## config.mk

```make
export PLATFORM = sky130hd
export DESIGN_NAME = ppc_port_ctrl
export DESIGN_NICKNAME = d
export VERILOG_FILES = /design/src/inc/ppc_pkg.sv /design/src/rtl/ppc_fault_timer.sv /design/src/rtl/ppc_interval.sv /design/src/rtl/ppc_port_ctrl.sv
export SDC_FILE = /design/constraint.sdc
export NUM_CORES = 1
export LEC_CHECK = 0
export ABC_AREA = 1
export BUFFER_PORTS_ARGS = -buffer_cell sky130_fd_sc_hd__buf_4
export CAP_MARGIN = 40
export CORE_MARGIN = 2
export CORE_UTILIZATION = 40
export CTS_CLUSTER_DIAMETER = 120
export DETAILED_ROUTE_END_ITERATION = 10
export GPL_TIMING_DRIVEN = 0
export PLACE_DENSITY = 0.62
export REMOVE_ABC_BUFFERS = 1
export SLEW_MARGIN = 10
export SYNTH_ARGS = -nofsm -noshare
export SYNTH_HDL_FRONTEND = slang
export SYNTH_HIERARCHICAL = 1
export SYNTH_SLANG_ARGS = --single-unit
```

## constraint.sdc

```tcl
create_clock -name clk -period 6.7 [get_ports clk]
set_input_delay 0.335 -clock clk [delete_from_list [all_inputs] [get_ports clk]]
set_output_delay 0.335 -clock clk [all_outputs]
set_load 0.02 [all_outputs]
```

## src/inc/ppc_pkg.sv

```systemverilog
// Shared constants and types for the per-port class and power controller.
// Assumes a single 40 MHz clock domain.
package ppc_pkg;

    // Clock period in picoseconds; scaling per microsecond keeps products inside 32 bits
    localparam int CLK_PERIOD_PS = 25000;
    localparam int CYC_PER_US = 1000000 / CLK_PERIOD_PS;

    // Classification interval, mark pause and inrush start window
    localparam int CLASS_TIME_US = 12000;
    localparam int MARK_TIME_US = 100;
    localparam int START_TIME_US = 60000;
    localparam int CLASS_CYC = CLASS_TIME_US * CYC_PER_US;
    localparam int MARK_CYC = MARK_TIME_US * CYC_PER_US;
    localparam int START_CYC = START_TIME_US * CYC_PER_US;

    // Overload and limit timer trip count; down-count divider is 16
    localparam int FAULT_TIME_US = 60000;
    localparam int FAULT_CYC = FAULT_TIME_US * CYC_PER_US;
    localparam logic [3:0] DOWN_DIV_MAX = 4'hf;

    // Current limit codes
    localparam logic [7:0] CURRENT_LIMIT_THRESHOLD_DEF_LARGE_R = 8'h00;
    localparam logic [7:0] CURRENT_LIMIT_THRESHOLD_T2_LARGE_R = 8'h40;
    localparam logic [7:0] CURRENT_LIMIT_THRESHOLD_DEF_SMALL_R = 8'h80;
    localparam logic [7:0] CURRENT_LIMIT_THRESHOLD_T2_SMALL_R = 8'hc0;
    localparam logic [1:0] FOLDBACK_RST = 2'h0;
    localparam logic [6:0] OVERLOAD_CUT_THRESHOLD_RST = 7'h00;

    // Class codes
    localparam logic [2:0] CLASS_4 = 3'h4;
    localparam logic [2:0] CLASS_RST = 3'h0;

    // Voltage drive selections toward the analog front end
    typedef enum logic [1:0] {
        PPC_DRV_OFF = 2'b00,
        PPC_DRV_CLASS = 2'b01,
        PPC_DRV_MARK = 2'b10
    } ppc_drive_type;

    typedef enum logic [3:0] {
        PPC_IDLE = 4'b0000,
        PPC_DETECT = 4'b0001,
        PPC_CLASS1 = 4'b0010,
        PPC_MARK = 4'b0011,
        PPC_CLASS2 = 4'b0100,
        PPC_WAIT_ON = 4'b0101,
        PPC_INRUSH = 4'b0110,
        PPC_POWERED = 4'b0111,
        PPC_OFF = 4'b1000
    } ppc_state_type;

endpackage : ppc_pkg

```

## src/rtl/ppc_fault_timer.sv

```systemverilog
// Asymmetric fault accumulator: counts up while over, down at 1/16 rate.
// Assumes 'over' is already synchronised to clk.
`timescale 1ns/100ps
module ppc_fault_timer
    import ppc_pkg::*;
(
    input wire logic clk,
    input wire logic sys_rst,
    input wire logic clear,
    input wire logic over,
    input wire logic [23:0] trip,
    output logic expired
);
    logic [23:0] acc_r;
    logic [3:0] div_r;

    // Down step only every sixteenth cycle, so short bursts accumulate
    always_ff @(posedge clk) begin
        if (sys_rst || clear) begin
            acc_r <= 24'h000000;
            div_r <= 4'h0;
        end else if (over) begin
            if (acc_r != trip) acc_r <= acc_r + 24'h000001;
        end else begin
            div_r <= div_r + 4'h1;
            if (div_r == DOWN_DIV_MAX && acc_r != 24'h000000) acc_r <= acc_r - 24'h000001;
        end
    end

    assign expired = (acc_r == trip);
endmodule : ppc_fault_timer

```

## src/rtl/ppc_interval.sv

```systemverilog
// Down-counting interval timer used for class, mark and start windows.
// Assumes load and count come from the same clock domain.
`timescale 1ns/100ps
module ppc_interval (
    input wire logic clk,
    input wire logic sys_rst,
    input wire logic load,
    input wire logic [23:0] count,
    output logic done
);
    logic [23:0] cnt_r;

    // Load restarts; done pulses when count reaches one
    always_ff @(posedge clk) begin
        if (sys_rst || load) begin
            cnt_r <= sys_rst ? 24'h000000 : count;
        end else if (cnt_r != 24'h000000) begin
            cnt_r <= cnt_r - 24'h000001;
        end
    end

    assign done = (cnt_r == 24'h000001);
endmodule : ppc_interval

```

## src/rtl/ppc_port_ctrl.sv

```systemverilog
// Per-port sequencer: classification with mark event, inrush, overload
// and limit timers, and current-limit selection.
// Assumes analog status inputs arrive asynchronously from the front end.
//
// Notes on behaviour
// Class 4 with option: mark, pause, reclassify
// Set flag when second classification ran
// Second event only when enable bit set
// Class 0-3 first: skip, treat Type 1
// Auto mode: 4 then 0-3 withholds, redetects
// Class output holds latest pulse result
// Thresholds accepted while powered
// Power-on: inrush limit, start timer runs
// Start timer expiry: off, start fault
// Overload only: no limit, timer up
// Limit active: limit timer runs; code runs it only while powered and holds it clear during inrush
// Timers count down at 1/16 rate
// Timer expiry removes port power
// Inrush uses default limit, then programmed
// Port off restores default limit
// Host programs default or Type 2 limit
// Limit code depends on sense resistor
// Two scalings, larger resistor default
// Limit and foldback per port
// Auto mode powers on without command
// Class voltage fixed interval, measure current
// State machine sequences the port
`timescale 1ns/100ps
module ppc_port_ctrl
    import ppc_pkg::*;
#(
    parameter int CLASS_CYCLES = CLASS_CYC,
    parameter int MARK_CYCLES = MARK_CYC,
    parameter int START_CYCLES = START_CYC,
    parameter int FAULT_CYCLES = FAULT_CYC
) (
    input wire logic clk,
    input wire logic sys_rst,
    input wire logic auto_mode,
    input wire logic detect_en,
    input wire logic class_en,
    input wire logic second_event_en,
    input wire logic small_sense_r,
    input wire logic power_on_cmd,
    input wire logic power_off_cmd,
    input wire logic [7:0] host_current_limit_threshold,
    input wire logic [6:0] host_overload_cut_threshold,
    input wire logic [1:0] host_foldback,
    input wire logic detect_done,
    input wire logic detect_good,
    input wire logic [2:0] class_meas,
    input wire logic inrush_done,
    input wire logic over_overload_cut_threshold,
    input wire logic over_current_limit_threshold,
    output logic [1:0] drive_sel,
    output logic detect_req,
    output logic gate_en,
    output logic limit_active,
    output logic [7:0] current_limit_threshold,
    output logic [6:0] overload_cut_threshold,
    output logic [1:0] foldback_sel,
    output logic [2:0] class_result,
    output logic second_class_ran,
    output logic type2_pd,
    output logic start_fault,
    output logic overload_fault,
    output logic limit_fault,
    output logic power_good
);

    ////////////////////////////////////////////////////////////////////
    // Input synchronisers: two flops before any logic

    logic [4:0] sync1_r;
    logic [4:0] sync2_r;
    logic [2:0] cls1_r;
    logic [2:0] cls2_r;

    always_ff @(posedge clk) begin
        sync1_r <= {detect_done, detect_good, inrush_done, over_overload_cut_threshold, over_current_limit_threshold};
        sync2_r <= sync1_r;
        cls1_r <= class_meas;
        cls2_r <= cls1_r;
    end

    wire det_done_s = sync2_r[4];
    wire det_good_s = sync2_r[3];
    wire inrush_done_s = sync2_r[2];
    wire over_overload_cut_threshold_s = sync2_r[1];
    wire over_current_limit_threshold_s = sync2_r[0];

    ////////////////////////////////////////////////////////////////////
    // State and timers

    ppc_state_type state_r;
    ppc_state_type state_nxt;
    logic iv_load;
    logic [23:0] iv_count;
    logic iv_done;
    logic first_was4_r;
    logic cut_exp;
    logic lim_exp;

    ppc_interval u_interval (
        .clk(clk),
        .sys_rst(sys_rst),
        .load(iv_load),
        .count(iv_count),
        .done(iv_done)
    );

    // Limit flag reflects active limiting during inrush and while powered
    wire limiting = over_current_limit_threshold_s && (state_r == PPC_INRUSH || state_r == PPC_POWERED);
    wire timers_clr = (state_r != PPC_POWERED);

    ppc_fault_timer u_cut_timer (
        .clk(clk),
        .sys_rst(sys_rst),
        .clear(timers_clr),
        .over(over_overload_cut_threshold_s),
        .trip(FAULT_CYCLES[23:0]),
        .expired(cut_exp)
    );

    ppc_fault_timer u_lim_timer (
        .clk(clk),
        .sys_rst(sys_rst),
        .clear(timers_clr),
        .over(limiting),
        .trip(FAULT_CYCLES[23:0]),
        .expired(lim_exp)
    );

    ////////////////////////////////////////////////////////////////////
    // Sequencing decisions

    wire cls_is4 = (cls2_r == CLASS_4);
    wire do_second = second_event_en && cls_is4;
    wire invalid_t2 = first_was4_r && !cls_is4;
    wire can_power = auto_mode || power_on_cmd;
    wire trip_now = cut_exp || lim_exp;

    // Next-state logic; faults and off commands during inrush or powered go to OFF
    always_comb begin
        state_nxt = state_r;
        iv_load = 1'b0;
        iv_count = 24'h000000;
        unique case (state_r)
            PPC_IDLE: begin
                if (detect_en) state_nxt = PPC_DETECT;
            end
            PPC_DETECT: begin
                if (det_done_s && det_good_s) begin
                    state_nxt = class_en ? PPC_CLASS1 : PPC_WAIT_ON;
                    iv_load = class_en;
                    iv_count = CLASS_CYCLES[23:0];
                end else if (det_done_s) begin
                    state_nxt = PPC_IDLE;
                end
            end
            PPC_CLASS1: begin
                if (iv_done && do_second) begin
                    state_nxt = PPC_MARK;
                    iv_load = 1'b1;
                    iv_count = MARK_CYCLES[23:0];
                end else if (iv_done) begin
                    state_nxt = PPC_WAIT_ON;
                end
            end
            PPC_MARK: begin
                if (iv_done) begin
                    state_nxt = PPC_CLASS2;
                    iv_load = 1'b1;
                    iv_count = CLASS_CYCLES[23:0];
                end
            end
            PPC_CLASS2: begin
                if (iv_done && auto_mode && invalid_t2) state_nxt = PPC_IDLE;
                else if (iv_done) state_nxt = PPC_WAIT_ON;
            end
            PPC_WAIT_ON: begin
                if (can_power) begin
                    state_nxt = PPC_INRUSH;
                    iv_load = 1'b1;
                    iv_count = START_CYCLES[23:0];
                end else if (!detect_en) begin
                    state_nxt = PPC_IDLE;
                end
            end
            PPC_INRUSH: begin
                if (inrush_done_s) state_nxt = PPC_POWERED;
                else if (iv_done || power_off_cmd) state_nxt = PPC_OFF;
            end
            PPC_POWERED: begin
                if (trip_now || power_off_cmd) state_nxt = PPC_OFF;
            end
            PPC_OFF: begin
                state_nxt = PPC_IDLE;
            end
            default: state_nxt = PPC_IDLE;
        endcase
    end

    always_ff @(posedge clk) begin
        if (sys_rst) state_r <= PPC_IDLE;
        else state_r <= state_nxt;
    end

    ////////////////////////////////////////////////////////////////////
    // Class results and flags; latest pulse always wins

    wire class_end = iv_done && (state_r == PPC_CLASS1 || state_r == PPC_CLASS2);
    wire start_exp = (state_r == PPC_INRUSH) && iv_done && !inrush_done_s;
    wire in_power = (state_nxt == PPC_INRUSH || state_nxt == PPC_POWERED);
    wire to_off = (state_nxt == PPC_OFF);
    // Default code tracks sense resistor; larger one is reset choice
    wire [7:0] current_limit_threshold_default = small_sense_r ? CURRENT_LIMIT_THRESHOLD_DEF_SMALL_R : CURRENT_LIMIT_THRESHOLD_DEF_LARGE_R;

    always_ff @(posedge clk) begin
        if (sys_rst) begin
            class_result <= CLASS_RST;
            first_was4_r <= 1'b0;
            second_class_ran <= 1'b0;
            type2_pd <= 1'b0;
        end else begin
            if (class_end) class_result <= cls2_r;
            if (class_end && state_r == PPC_CLASS1) first_was4_r <= cls_is4;
            if (state_r == PPC_CLASS1 && state_nxt == PPC_MARK) second_class_ran <= 1'b1;
            else if (state_r == PPC_DETECT && state_nxt == PPC_CLASS1) second_class_ran <= 1'b0;
            if (class_end && state_r == PPC_CLASS2) type2_pd <= cls_is4 && first_was4_r;
            else if (class_end) type2_pd <= 1'b0;
        end
    end

    // Fault flags are sticky until the next power-on attempt
    always_ff @(posedge clk) begin
        if (sys_rst || (state_r == PPC_WAIT_ON && can_power)) begin
            start_fault <= 1'b0;
            overload_fault <= 1'b0;
            limit_fault <= 1'b0;
        end else begin
            if (start_exp) start_fault <= 1'b1;
            if (state_r == PPC_POWERED && cut_exp) overload_fault <= 1'b1;
            if (state_r == PPC_POWERED && lim_exp) limit_fault <= 1'b1;
        end
    end

    ////////////////////////////////////////////////////////////////////
    // Output registers toward the power stage

    always_ff @(posedge clk) begin
        if (sys_rst) begin
            drive_sel <= PPC_DRV_OFF;
            detect_req <= 1'b0;
            gate_en <= 1'b0;
            power_good <= 1'b0;
            limit_active <= 1'b0;
            current_limit_threshold <= CURRENT_LIMIT_THRESHOLD_DEF_LARGE_R;
            overload_cut_threshold <= OVERLOAD_CUT_THRESHOLD_RST;
            foldback_sel <= FOLDBACK_RST;
        end else begin
            drive_sel <= (state_nxt == PPC_CLASS1 || state_nxt == PPC_CLASS2) ? PPC_DRV_CLASS :
                         (state_nxt == PPC_MARK) ? PPC_DRV_MARK : PPC_DRV_OFF;
            detect_req <= (state_nxt == PPC_DETECT);
            gate_en <= in_power;
            power_good <= (state_nxt == PPC_POWERED);
            limit_active <= limiting;
            // Inrush and off use default; powered follows host, live
            if (to_off || state_nxt == PPC_INRUSH || !in_power) begin
                current_limit_threshold <= current_limit_threshold_default;
            end else begin
                current_limit_threshold <= host_current_limit_threshold;
            end
            overload_cut_threshold <= host_overload_cut_threshold;
            foldback_sel <= host_foldback;
        end
    end

    ////////////////////////////////////////////////////////////////////
    // Checks

    AST_MARK_AFTER_CLASS4: assert property (@(posedge clk) disable iff (sys_rst)
        (state_r == PPC_CLASS1 && iv_done && second_event_en && cls_is4)
        |=> state_r == PPC_MARK ##1 drive_sel == PPC_DRV_MARK)
        else $error("mark not entered after class 4");
    AST_FLAG_SET: assert property (@(posedge clk) disable iff (sys_rst)
        (state_r == PPC_MARK) |-> second_class_ran)
        else $error("second class flag missing");
    AST_NO_SECOND_OFF: assert property (@(posedge clk) disable iff (sys_rst)
        (state_r == PPC_CLASS1 && !second_event_en) |=> state_r != PPC_MARK)
        else $error("second event ran while disabled");
    AST_SKIP_LOW: assert property (@(posedge clk) disable iff (sys_rst)
        (state_r == PPC_CLASS1 && iv_done && !cls_is4) |=> state_r == PPC_WAIT_ON)
        else $error("second class ran after class 0-3");
    AST_INVALID_T2: assert property (@(posedge clk) disable iff (sys_rst)
        (state_r == PPC_CLASS2 && iv_done && auto_mode && first_was4_r && !cls_is4)
        |=> state_r == PPC_IDLE ##1 !gate_en)
        else $error("invalid type 2 powered");
    AST_CLASS_LATEST: assert property (@(posedge clk) disable iff (sys_rst)
        class_end |=> class_result == $past(cls2_r))
        else $error("class result not latest");
    AST_INRUSH_ON: assert property (@(posedge clk) disable iff (sys_rst)
        (state_r == PPC_WAIT_ON && can_power)
        |=> state_r == PPC_INRUSH && gate_en && current_limit_threshold == $past(current_limit_threshold_default))
        else $error("power request did not start inrush");
    AST_START_FAULT: assert property (@(posedge clk) disable iff (sys_rst)
        start_exp |=> state_r == PPC_OFF && start_fault ##1 !gate_en)
        else $error("start timeout not handled");
    AST_CUT_NO_LIMIT: assert property (@(posedge clk) disable iff (sys_rst)
        (over_overload_cut_threshold_s && !over_current_limit_threshold_s) |=> !limit_active)
        else $error("limiting on overload alone");
    AST_INRUSH_DEFAULT: assert property (@(posedge clk) disable iff (sys_rst)
        (state_r == PPC_INRUSH && $past(state_r) == PPC_INRUSH)
        |-> current_limit_threshold == current_limit_threshold_default || $changed(small_sense_r))
        else $error("inrush limit not default");
    AST_OFF_DEFAULT: assert property (@(posedge clk) disable iff (sys_rst)
        (state_r == PPC_OFF) |=> current_limit_threshold == $past(current_limit_threshold_default))
        else $error("limit not restored at off");
    AST_TRIP_OFF: assert property (@(posedge clk) disable iff (sys_rst)
        (state_r == PPC_POWERED && trip_now) |=> state_r == PPC_OFF ##1 !power_good)
        else $error("expired timer did not remove power");

endmodule : ppc_port_ctrl

```

==> Yosys cells after proc, flatten, opt, wreduce, memory -nomap -nowiden <==
Index checks and enable logic that the tools add are counted.
{ "word_totals": {"inputBits": 34, "register_bits": 132, "elab_cells": 147} }
{ "op_classes": {"n_reduce_logical": 48, "n_mux": 41, "eq_ne": 25, "add_sub_neg": 7} }
{ "op_table": {"columns": ["cell", "n"], "rows": [
  ["$mux 24", 8],
  ["$pmux 22 s4", 1],
  ["$reduce_bool 24->1", 3],
  ["$sub 24x1->24 const B", 3],
  ["$add 24x1->24 const B", 2],
  ["$eq 24x22->1 const B", 2],
  ["$mux 4", 12],
  ["$ne 24x22->1 const B", 2],
  ["$mux 22", 2],
  ["$mux 19", 2],
  ["$pmux 4 s8", 1],
  ["$eq 4x3->1 const B", 7],
  ["$eq 24x1->1 const B", 1],
  ["$logic_and 1x1->1", 20],
  ["$eq 4x2->1 const B", 4],
  ["$mux 8", 2],
  ["$logic_or 1x1->1", 13],
  ["$eq 4x4->1 const B", 3],
  ["$mux 12", 1],
  ["$reduce_bool 2->1", 5],
  ["$mux 1", 9],
  ["$add 4x1->4 const B", 2],
  ["$eq 4x1->1 const B", 2],
  ["$logic_not 4->1", 1],
  ["9 further kinds", 13]
]} }

==> Longest topological paths before layout <==
Gate-level depths: netlist of run 1.
{ "depth": {"depth_word": 11, "depth_mapped": 19} }

==> Modules after synthesis <==
Netlist of run 1, hierarchy kept.
{ "by_module_without_submodules": {"columns": ["module", "seq_area_each_um2", "cells_per_inst", "instances", "area_per_inst_um2"], "rows": [
  ["ppc_fault_timer", 560.5, 654, 2, 3418.3],
  ["ppc_port_ctrl", 1041.0, 259, 1, 1936.9],
  ["ppc_interval", 720.7, 232, 1, 1778.0]
]} }

==> Least setup slack after synthesis of run 1 <==
Ideal clock, no wire load.
{ "synth_timing": {"kind": "reg-to-reg", "from": "register u_interval.cnt_r[8]", "to": "register u_interval.cnt_r[0] (enable)", "setup_ns": 0.386, "stages_incl_launch_ff": 16, "arrival_time_ns": 2.706, "t_required_ns": 6.314, "n_path_buf": 2, "setup_slack_ns": 3.608, "path_cell_list": "edfxtp_1 -> nor2_1 -> nand2_2 -> nor2_4 -> and2_1 -> and3_1 -> buf_2 -> nand2_1 -> inv_1 -> nand3_1 -> nor3_1 -> inv_1 -> nand3_1 -> nor2_1 -> buf_2 -> nand4_1"} }
{ "synth_via": {"elab_chain_cells": 6, "elab_cells_between_ends": 8, "cone_classes": "1 x eq/ne; 3 x mux; 4 x reduce/logical"} }
{ "synth_rtl": {"columns": ["element", "line_no", "rtl"], "rows": [
  ["start, declared", "ppc_interval.sv:11", "logic [23:0] cnt_r;"],
  ["start signal, assigned", "ppc_interval.sv:16", "cnt_r <= sys_rst ? 24'h000000 : count;"],
  ["start signal, assigned", "ppc_interval.sv:18", "cnt_r <= cnt_r - 24'h000001;"],
  ["$eq 24x1->1 *", "ppc_interval.sv:22", "assign done = (cnt_r == 24'h000001);"],
  ["named net iv_done", "ppc_port_ctrl.sv:99", "logic iv_done;"],
  ["$logic_and 1x1->1", "ppc_port_ctrl.sv:162", "if (iv_done && do_second) begin"],
  ["$mux 1", "ppc_port_ctrl.sv:162", null],
  ["$pmux 1 s4 *", "ppc_port_ctrl.sv:148", "unique case (state_r)"],
  ["named net iv_load", "ppc_port_ctrl.sv:97", "logic iv_load;"],
  ["$logic_or 1x1->1 *", "ppc_interval.sv:15", "if (sys_rst || load) begin"],
  ["$reduce_bool 2->1 (no source line) *", null, null]
]} }
Mark *: on every way through the listed nets, which the timed path passes. The rest lies on a longest branch.
A chain may end at the register's enable or synchronous reset.

==> Final worst setup path of run 1 <==
{ "layout_timing": {"from": "register u_interval.cnt_r[10]", "to": "register u_interval.cnt_r[15] (enable)"} }
The elaborated chain is that of the path after synthesis.

==> run metrics, run 1 <==
status=completed; final period utilization=55.61%; cell count after synthesis=1,799; P_leak=7.026 nW; Post-CTS Setup Repair Bufs=0; Die Y=166.4 µm; Max clock buf depth=2; Syn Area/Cell=5.865 µm²; PnR worst setup slack=2.974 ns; Pwr Density=196.7 nW/µm²; htree depth=4; Setup WS pre-CTS=3.004 ns; first-pass GRT wire length=45,750 µm; RSZ-0062 raised after global routing=false; number of remaining DRC errors=0; Synth cell types=36; CP Capture Point=u_interval/cnt_r[15]$_DFFE_PP_; # clock sinks=132; Setup-failing EPs final=0; reg2reg path depth=15; Initial Utilization=40.61%; CTS tree=done; origin of the worst setup path=u_interval/cnt_r[10]$_DFFE_PP_; final hold vios=0; DRT antenna net count=0; wirelength, routed=26,790 µm; Yosys reg bits=about 130; DR pass1 iterations=5; antenna cells=0; Skew-Pair Late Insertion Delay=0.42 ns; critical path fanouts, max=18; cts repair resizes=0; antenna violations before repair=0; DR iter-0 viols=681; Overall Global Routing Usage=between 15 and 20%; maximum vdd ir drop=0.1684 mV; hold bufs inserted after CTS=2; r2r startpoint=u_interval/cnt_r[10]$_DFFE_PP_; synthesized area=10,550 µm²; routed length per instance=11.55 µm; fmax=around 270 MHz; worst clock skew=0.01025 ns; hpwl dp=roughly 21,000 µm; RePlAce Congestion=a little under 0.9; I/O Pins=65; Crit. End Element=flop; most common cell after layout, fill and taps aside=nand2_1; vias in the first global route=9,837; number of port buffers=64; Via Count=10,540; synth warn=6; Area growth syn-to-layout=17.76%; crit path DAT=between 3 and 4 ns; Max Cap Viol=0; largest net degree at the start of global routing=29; sequential area share after synthesis=27.32%; r2r endpoint=u_interval/cnt_r[15]$_DFFE_PP_; Die W=166.4 µm; die area=27,690 µm²; Hold Path Class=input port to flop; Final nets=approximately 2,100; share of layout cells above drive strength 1=10.78%; max-slew headroom at the worst pin=53.77%; CTS clk-pin slew, worst paths=0.06 ns; Pins Over Slew Limit=0; Root Buffer=clkbuf_16; fin crit period=3.726 ns; num rows=59; Crit path required time=6.82 ns; GRT overflow=0; Core Region=~26,000 µm²; CP Launch Type=flop; Avg Vias per Cell=4.543; CTS Buf Count=17; R2R setup slack=2.97 ns; Worst Tran Pin Value=0.6926 ns; fill cell count=approximately 2,800; commonest cells after routing, fill and taps aside=659 x nand2_1, 300 x inv_1, 215 x nor2_1; Setup CP Type=flop to flop; setup TNS=0 ns
-- stage by stage --
stage / util (%) / instance area, µm² / cells / hold slack, ns / power (mW)
global route: 47.82 / 12430 / 2320 / 0.001387 / 2.593
detailed placement: 45.27 / 11760 / 2282 / 0.3128 / 1.488
floorplan: - / 10780 / 1877 / 0.3096 / 1.365
global placement: 44.93 / 11680 / 2276 / 0.3123 / 1.475
CTS: 47.66 / 12390 / 2316 / 0.001567 / 2.469
finish: 47.82 / 12430 / 2320 / 0.01739 / 2.444
-- worst min-delay path by stage --
| stage | startpoint | endpoint | cells after the start |
|---|---|---|---|
| after floorplan | cls1_r[0]$_DFF_P_ | cls2_r[0]$_DFF_P_ | 0 |
| after global placement | sync1_r[4]$_DFF_P_ | sync2_r[4]$_DFF_P_ | 0 |
| after detailed placement | sync1_r[3]$_DFF_P_ | sync2_r[3]$_DFF_P_ | 0 |
| after CTS | class_meas[1] | cls1_r[1]$_DFF_P_ | 1 |
| after global routing | class_meas[2] | cls1_r[2]$_DFF_P_ | 1 |
| final | class_meas[2] | cls1_r[2]$_DFF_P_ | 1 |
-- Yosys cell counts, drive strengths merged --
| master | count | share of area [%] |
|---|---|---|
| nand2 | 677 | 25 |
| inv | 342 | 12 |
| nor2 | 257 | 11 |
| nand3 | 128 | 6.5 |
| dfxtp | 108 | 20 |
| a21oi | 59 | 2.8 |
| ha | 49 | 5.8 |
| nand4 | 36 | 2.1 |
| o21ai | 26 | 1.3 |
| edfxtp | 24 | 6.8 |
| buf | 21 | 1.4 |
| xnor2 | 16 | 1.3 |
| xor2 | 14 | 1.2 |
| nand3b | 10 | 0.71 |
| nor3 | 9 | 0.43 |
| and2 | 5 | 0.30 |
| and3 | 4 | 0.24 |
| nor4 | 3 | 0.18 |
| clkbuf | 2 | 0.071 |
| conb | 2 | 0.071 |
| fa | 2 | 0.38 |
| o21bai | 2 | 0.14 |
| or2 | 2 | 0.12 |
| a22o | 1 | 0.083 |
-- kinds of logic (layout without fill, tap and decap cells) --
kind of cell	after synthesis	count (layout)	share of synthesized area, %
flip-flops	132	132	27.32
other	2	103	0.07118
adder cells (fa/ha/maj)	51	51	6.190
AO/OA/AOI/OAI	88	88	4.293
buffers and inverters	365	450	13.63
AND/OR/NAND/NOR	1131	1131	46.01
XOR/XNOR	30	30	2.490
-- worst max-delay path, cell delays in order (launching register included) --
cell and delay, ns:
edfxtp_1 0.44, nor2_1 0.18, nand2_2 0.13, nor2_4 0.17
and2_1 0.17, and3_1 0.40, nand2_1 0.09, inv_1 0.06
nand3_1 0.12, nor3_1 0.40, inv_1 0.14, nand3_1 0.14
nor2_2 0.08, buf_8 0.18, nand4_1 0.45, buf_6 0.26
-- layout make-up --
cell class	instances	area, µm²	share of cell area [%]
timing repair buffer	76	616.8	4.964
clock buffer	21	494.2	3.977
sequential	132	2883	23.20
multi-input combinational	1403	6620	53.28
clock inverter	11	108.9	0.8760
tap	335	419.2	3.373
inverter	342	1284	10.33
-- per-layer routing --
metal / part of all wire [%] / GRT usage [%]
met1: 47 / 24.85
met2: 49 / 35.45
met3: 2.4 / 2.709
met4: 1.2 / 4.985
met5: 0 / 0
-- registers in the layout, summed over array words and instances (netlist names), 3 cells and up --
register / count
class_result: 3
cls1_r: 3
cls2_r: 3
current_limit_threshold: 8
overload_cut_threshold: 7
state_r: 4
sync1_r: 5
sync2_r: 5
u_cut_timer/acc_r: 24
u_cut_timer/div_r: 4
u_interval/cnt_r: 24
u_lim_timer/acc_r: 24
u_lim_timer/div_r: 4
-- power breakdown --
group	total [mW]	leakage [nW]	internal [mW]	switching, mW
clock	0.968	0.295	0.574	0.394
combinational	0.555	5.57	0.196	0.359
sequential	0.920	1.17	0.873	0.0467
No activity file was read; power rests on OpenSTA's default activity.
==> inputs of run 2 (changes only) <==
- clock period: 6.7 -> 3.5 ns (I/O delays scaled with it)
==> run metrics, run 2 (synthesis gave the netlist of run 1 again) <==
final hold vios=0 (unchanged); crit path DAT=3.20 ns (-0.65 ns); Avg Vias per Cell=4.541 (about the same); DR iter-0 viols=588 (-14%); HP Start=host_current_limit_threshold[7]; worst clock skew=0.009811 ns (-0.0004387 ns); Largest regs=u_cut_timer/acc_r: 24 flops, u_interval/cnt_r: 24 flops, u_lim_timer/acc_r: 24 flops; antenna violations before repair=0 (unchanged); # clock sinks=132 (unchanged); vias in the first global route=9,986 (+1.5%); die area=27,690 µm² (unchanged); fin crit period=3.077 ns (-0.6486 ns); setup TNS=0 ns (unchanged); r2r endpoint=u_interval/cnt_r[15]$_DFFE_PP_; fill cell count=2,761 (-0.97%); DRT antenna net count=0 (unchanged); largest net degree at the start of global routing=29 (unchanged); maximum vdd ir drop=0.3215 mV (+91%); GRT overflow=0 (unchanged); wirelength, routed=27,180 µm (+1.5%); routed length per instance=11.61 µm (+0.54%); PnR worst setup slack=0.4226 ns (-2.551 ns); hpwl dp=21,040 µm (unchanged); Crit. End Element=flop; WHS Path Cells=3 (+2); DR pass1 iterations=5 (unchanged); Via Count=10,630 (+0.87%); R2R setup slack=0.42 ns (-2.55 ns); Hold Path Class=input port to flop; antenna cells=0 (unchanged); fin util=48.63% (+0.81 points); Setup WS pre-CTS=-0.1960 ns (-3.200 ns); num rows=59 (unchanged); Setup CP Type=flop to flop; r2r startpoint=u_interval/cnt_r[10]$_DFFE_PP_; Overall Global Routing Usage=20.07% (+0.34 points); Root Buffer=clkbuf_16; Crit path required time=3.62 ns (-3.20 ns); max-slew headroom at the worst pin=54.03% (+0.25 points); Setup-failing EPs final=0 (unchanged); CTS tree=done; Max clock buf depth=2 (unchanged); CP Launch Type=flop; Max Cap Viol=0 (unchanged); Initial Utilization=40.61% (unchanged); Worst Tran Pin Value=0.6888 ns (-0.003776 ns); Pins Over Slew Limit=0 (unchanged); CTS Buf Count=17 (unchanged); RePlAce Congestion=0.8940 (unchanged); share of layout cells above drive strength 1=10.87% (+0.087 points); number of port buffers=64 (unchanged); I/O Pins=65 (unchanged); commonest cells after routing, fill and taps aside=659 x nand2_1, 300 x inv_1, 215 x nor2_1; Area growth syn-to-layout=19.77%; htree depth=4 (unchanged); status=completed; Hold Path End=current_limit_threshold[7]$_SDFF_PP0_; first-pass GRT wire length=46,530 µm (+1.7%); Skew-Pair Late Insertion Delay=0.42 ns (about the same); P_leak=7.114 nW (+1.2%); RSZ-0062 raised after global routing=false; Die Y=166.4 µm (unchanged); CTS clk-pin slew, worst paths=0.06 ns (about the same); final period utilization=87.93% (+32 points); most common cell after layout, fill and taps aside=nand2_1; Core Region=25,980 µm² (unchanged); number of remaining DRC errors=0 (unchanged); Pwr Density=371.9 nW/µm² (+89%); Die W=166.4 µm (unchanged); reg2reg path depth=15 (unchanged); Final nets=2,078 (+1.0%); critical path fanouts, max=18 (unchanged); fmax=324.9 MHz (+21%)
-- run 2: routing by layer --
metal  share of wire [%]  global-route usage [%]  vias to the layer above
met5                   0                       0                        -
met4                 1.2                   4.760                        0
met3                 2.6                   2.804                       26
met2                  49                   36.42                      131
met1                  47                   25.08                     4705
li1                    -                       -                     5769
-- run 2: how the worst max path moves through the flow --
stage,start,to,cells past startpoint
6_report,u_interval/cnt_r[10]$_DFFE_PP_,u_interval/cnt_r[15]$_DFFE_PP_,15
5_1_grt,u_interval/cnt_r[10]$_DFFE_PP_,u_interval/cnt_r[16]$_DFFE_PP_,16
4_1_cts,u_interval/cnt_r[10]$_DFFE_PP_,u_interval/cnt_r[15]$_DFFE_PP_,15
3_5_place_dp,u_interval/cnt_r[10]$_DFFE_PP_,u_interval/cnt_r[18]$_DFFE_PP_,15
3_3_place_gp,u_interval/cnt_r[10]$_DFFE_PP_,u_interval/cnt_r[18]$_DFFE_PP_,13
2_1_floorplan,u_interval/cnt_r[8]$_DFFE_PP_,u_interval/cnt_r[0]$_DFFE_PP_,13
-- run 2: final cells by class --
cell class	instances	area, µm²	share of cell area, %
Clock buffer	21	494.2	3.911
Clock inverter	11	108.9	0.8614
Inverter	342	1284	10.16
Multi-Input combinational cell	1403	6626	52.44
Sequential cell	132	2883	22.81
Tap cell	335	419.2	3.317
Timing Repair Buffer	97	822.0	6.505
-- run 2: worst max-delay path, cell delays in order (launching register included) --
cell	delay, ns
edfxtp_1	0.44
nor2_1	0.18
nand2_2	0.12
nor2_4	0.17
and2_1	0.17
and3_2	0.32
nand2_1	0.07
inv_1	0.05
nand3_1	0.14
nor3_2	0.25
inv_1	0.12
nand3_1	0.12
nor2_2	0.09
buf_8	0.18
nand4_1	0.15
buf_6	0.21
-- run 2: repair_timing --
item	in CTS	in global routing
setup buffers	2	0
setup endpoints to repair	24	34
resized for setup	0	2
gates cloned	0	0
endpoints found under the hold margin	25	0
pin swaps	1	0
hold buffers	25	0
-- run 2: power breakdown --
part	switching [mW]	internal [mW]
Clock	0.754	1.10
Combinational	0.693	0.393
Sequential	0.0900	1.67
Total	1.54	3.16
-- run 2: through the flow --
stage	total power [mW]	area [µm²]	std cells	hold WS, ns
2_1_floorplan	2.614	10780	1877	0.2027
6_report	4.700	12640	2341	0.02827
5_1_grt	4.987	12640	2341	0.009649
3_3_place_gp	2.824	11680	2276	0.2798
3_5_place_dp	2.849	11760	2282	0.2807
4_1_cts	4.751	12630	2341	0.009983
==> inputs of run 3 (changes only) <==
- PLACE_DENSITY: 0.62 -> default
==> run metrics, run 3 (synthesis gave the netlist of run 1 again) <==
status=completed; Crit. End Element=flop; total power=4.637 mW (-1.3%); RSZ-0062 raised after global routing=false; CP max stage cell=nor3_2; CP max stage delay=0.47 ns (+0.03 ns); final std cell area, no fill=12,590 µm² (-0.37%); commonest cells after routing, fill and taps aside=659 x nand2_1, 300 x inv_1, 215 x nor2_1; Via Count=10,530 (-0.96%); share of layout cells above drive strength 1=10.83% (-0.034 points); fin util=48.45% (-0.18 points); P_leak=7.090 nW (-0.33%); Worst Path Buf+Inv=3 (-1); maximum vdd ir drop=0.2914 mV (-9.4%); fmax=315.4 MHz (-2.9%); wirelength, routed=27,530 µm (+1.3%); Max clock buf depth=2 (unchanged); Hold Path Class=input port to flop; Setup CP Type=flop to flop; placed cells=2,281 (-0.044%); RePlAce Congestion=0.8985 (+0.50%); num rows=59 (unchanged); CTS tree=done; Root Buffer=clkbuf_16; max-slew headroom at the worst pin=55.41% (+1.4 points); GRT overflow=0 (unchanged); DR pass1 iterations=7 (+2); dpl cell area=11,750 µm² (about the same); # clock sinks=132 (unchanged); Worst path top cell family by delay=simple AND/OR/NAND/NOR gates; cell chain of the critical path=inv_2 -> nor3_2 -> inv_2 -> ha_1 -> nand2_1 -> nor2_1 -> nand3_1 -> nand3b_1 -> nand2_1 -> nand2_1 -> nand2_1 -> nand2_1 -> nand2_1 -> inv_1 -> nor2_2; most common cell after layout, fill and taps aside=nand2_1; vias in the first global route=9,872 (-1.1%); fin crit period=3.170 ns (+0.09265 ns); first-pass GRT wire length=46,400 µm (-0.27%); Pwr Density=368.3 nW/µm² (-0.98%); Initial Utilization=40.61% (unchanged); die area=27,690 µm² (unchanged); DR iter-0 viols=513 (-13%); Largest regs=u_cut_timer/acc_r: 24 flops, u_interval/cnt_r: 24 flops, u_lim_timer/acc_r: 24 flops; Final nets=2,076 (-0.096%); DRT antenna net count=0 (unchanged); antenna violations before repair=0 (unchanged); worst clock skew=0.02111 ns (+0.01130 ns); Die W=166.4 µm (unchanged); routed length per instance=11.77 µm (+1.4%); Setup-failing EPs final=0 (unchanged); Crit path required time=3.82 ns (+0.20 ns); number of port buffers=64 (unchanged); crit path DAT=3.49 ns (+0.29 ns); htree depth=4 (unchanged); hpwl dp=21,200 µm (+0.75%); largest net degree at the start of global routing=29 (unchanged); Max Cap Viol=0 (unchanged); Skew-Pair Late Insertion Delay=0.43 ns (about the same); Die Y=166.4 µm (unchanged); CTS Buf Count=17 (unchanged); CTS clk-pin slew, worst paths=0.06 ns (about the same); final hold vios=0 (unchanged); critical path fanouts, max=27 (+9); Worst Tran Pin Value=0.6680 ns (-0.02076 ns); CP most frequent cell=nand2_1; Core Region=25,980 µm² (unchanged); Post-Layout Cell Count=2,338 (-0.13%); antenna cells=0 (unchanged); number of remaining DRC errors=0 (unchanged); final period utilization=90.57% (+2.6 points); Pins Over Slew Limit=0 (unchanged); Overall Global Routing Usage=20.11% (+0.039 points); I/O Pins=65 (unchanged); Avg Vias per Cell=4.503 (-0.83%); Area growth syn-to-layout=19.33%; CP Launch Type=flop
[run 3: cell type report]
cell class / count / area, µm²
timing repair buffer: 95 / 803.3
inverter: 342 / 1284
fill: 2764 / 13390
clock inverter: 13 / 120.1
sequential: 132 / 2883
tap: 335 / 419.2
clock buffer: 18 / 450.4
multi-input combinational: 1403 / 6631
[run 3: final timing paths]
| kind | start | endpoint | slack [ns] | depth (start not counted) |
|---|---|---|---|---|
| setup / recovery | state_r[1]$_SDFF_PP0_ | u_lim_timer/acc_r[18]$_SDFFE_PP0P_ | 0.33 | 15 |
| hold reg to reg | sync1_r[3]$_DFF_P_ | sync2_r[3]$_DFF_P_ | 0.33 | 0 |
| setup reg to reg | state_r[1]$_SDFF_PP0_ | u_lim_timer/acc_r[18]$_SDFFE_PP0P_ | 0.33 | 15 |
| hold / removal | small_sense_r | current_limit_threshold[7]$_SDFF_PP0_ | 0.03 | 3 |
[run 3: timing repair]
action                     4_1_cts  5_1_grt
hold buffers                    24        0
cloned                           0        0
pin swaps                        1        0
setup endpoints to repair       31       31
resized for setup                1        2
hold endpoints to repair        24        0
buffers inserted                 2        0
[run 3: power breakdown]
group / internal [mW] / switching [mW]
clock: 1.03 / 0.752
combinational: 0.392 / 0.704
sequential: 1.67 / 0.0904
[run 3: layer usage]
| layer | routed length [µm] | up-vias | GRT usage, % |
|---|---|---|---|
| li1 | - | 5750 | - |
| met1 | 12940 | 4613 | 24.64 |
| met2 | 13470 | 138 | 36.90 |
| met3 | 696 | 28 | 2.567 |
| met4 | 431 | 0 | 5.547 |
| met5 | 0 | - | 0 |
[run 3: tightest hold or removal path, stage by stage]
cell	delay, ns
buf_4	0.10
nand2_1	0.06
a21oi_1	0.05
[run 3: stage by stage]
stage                     hold WS (ns)  worst slack, ns  setup TNS [ns]
final                          0.02980           0.3299               0
after global routing           0.04399          0.04750               0
after CTS                      0.01212           0.1073               0
after detailed placement        0.2808          -0.3037          -5.250
after global placement          0.2802           -1.474          -41.34
after floorplan                 0.2027        -0.003354        -0.08050
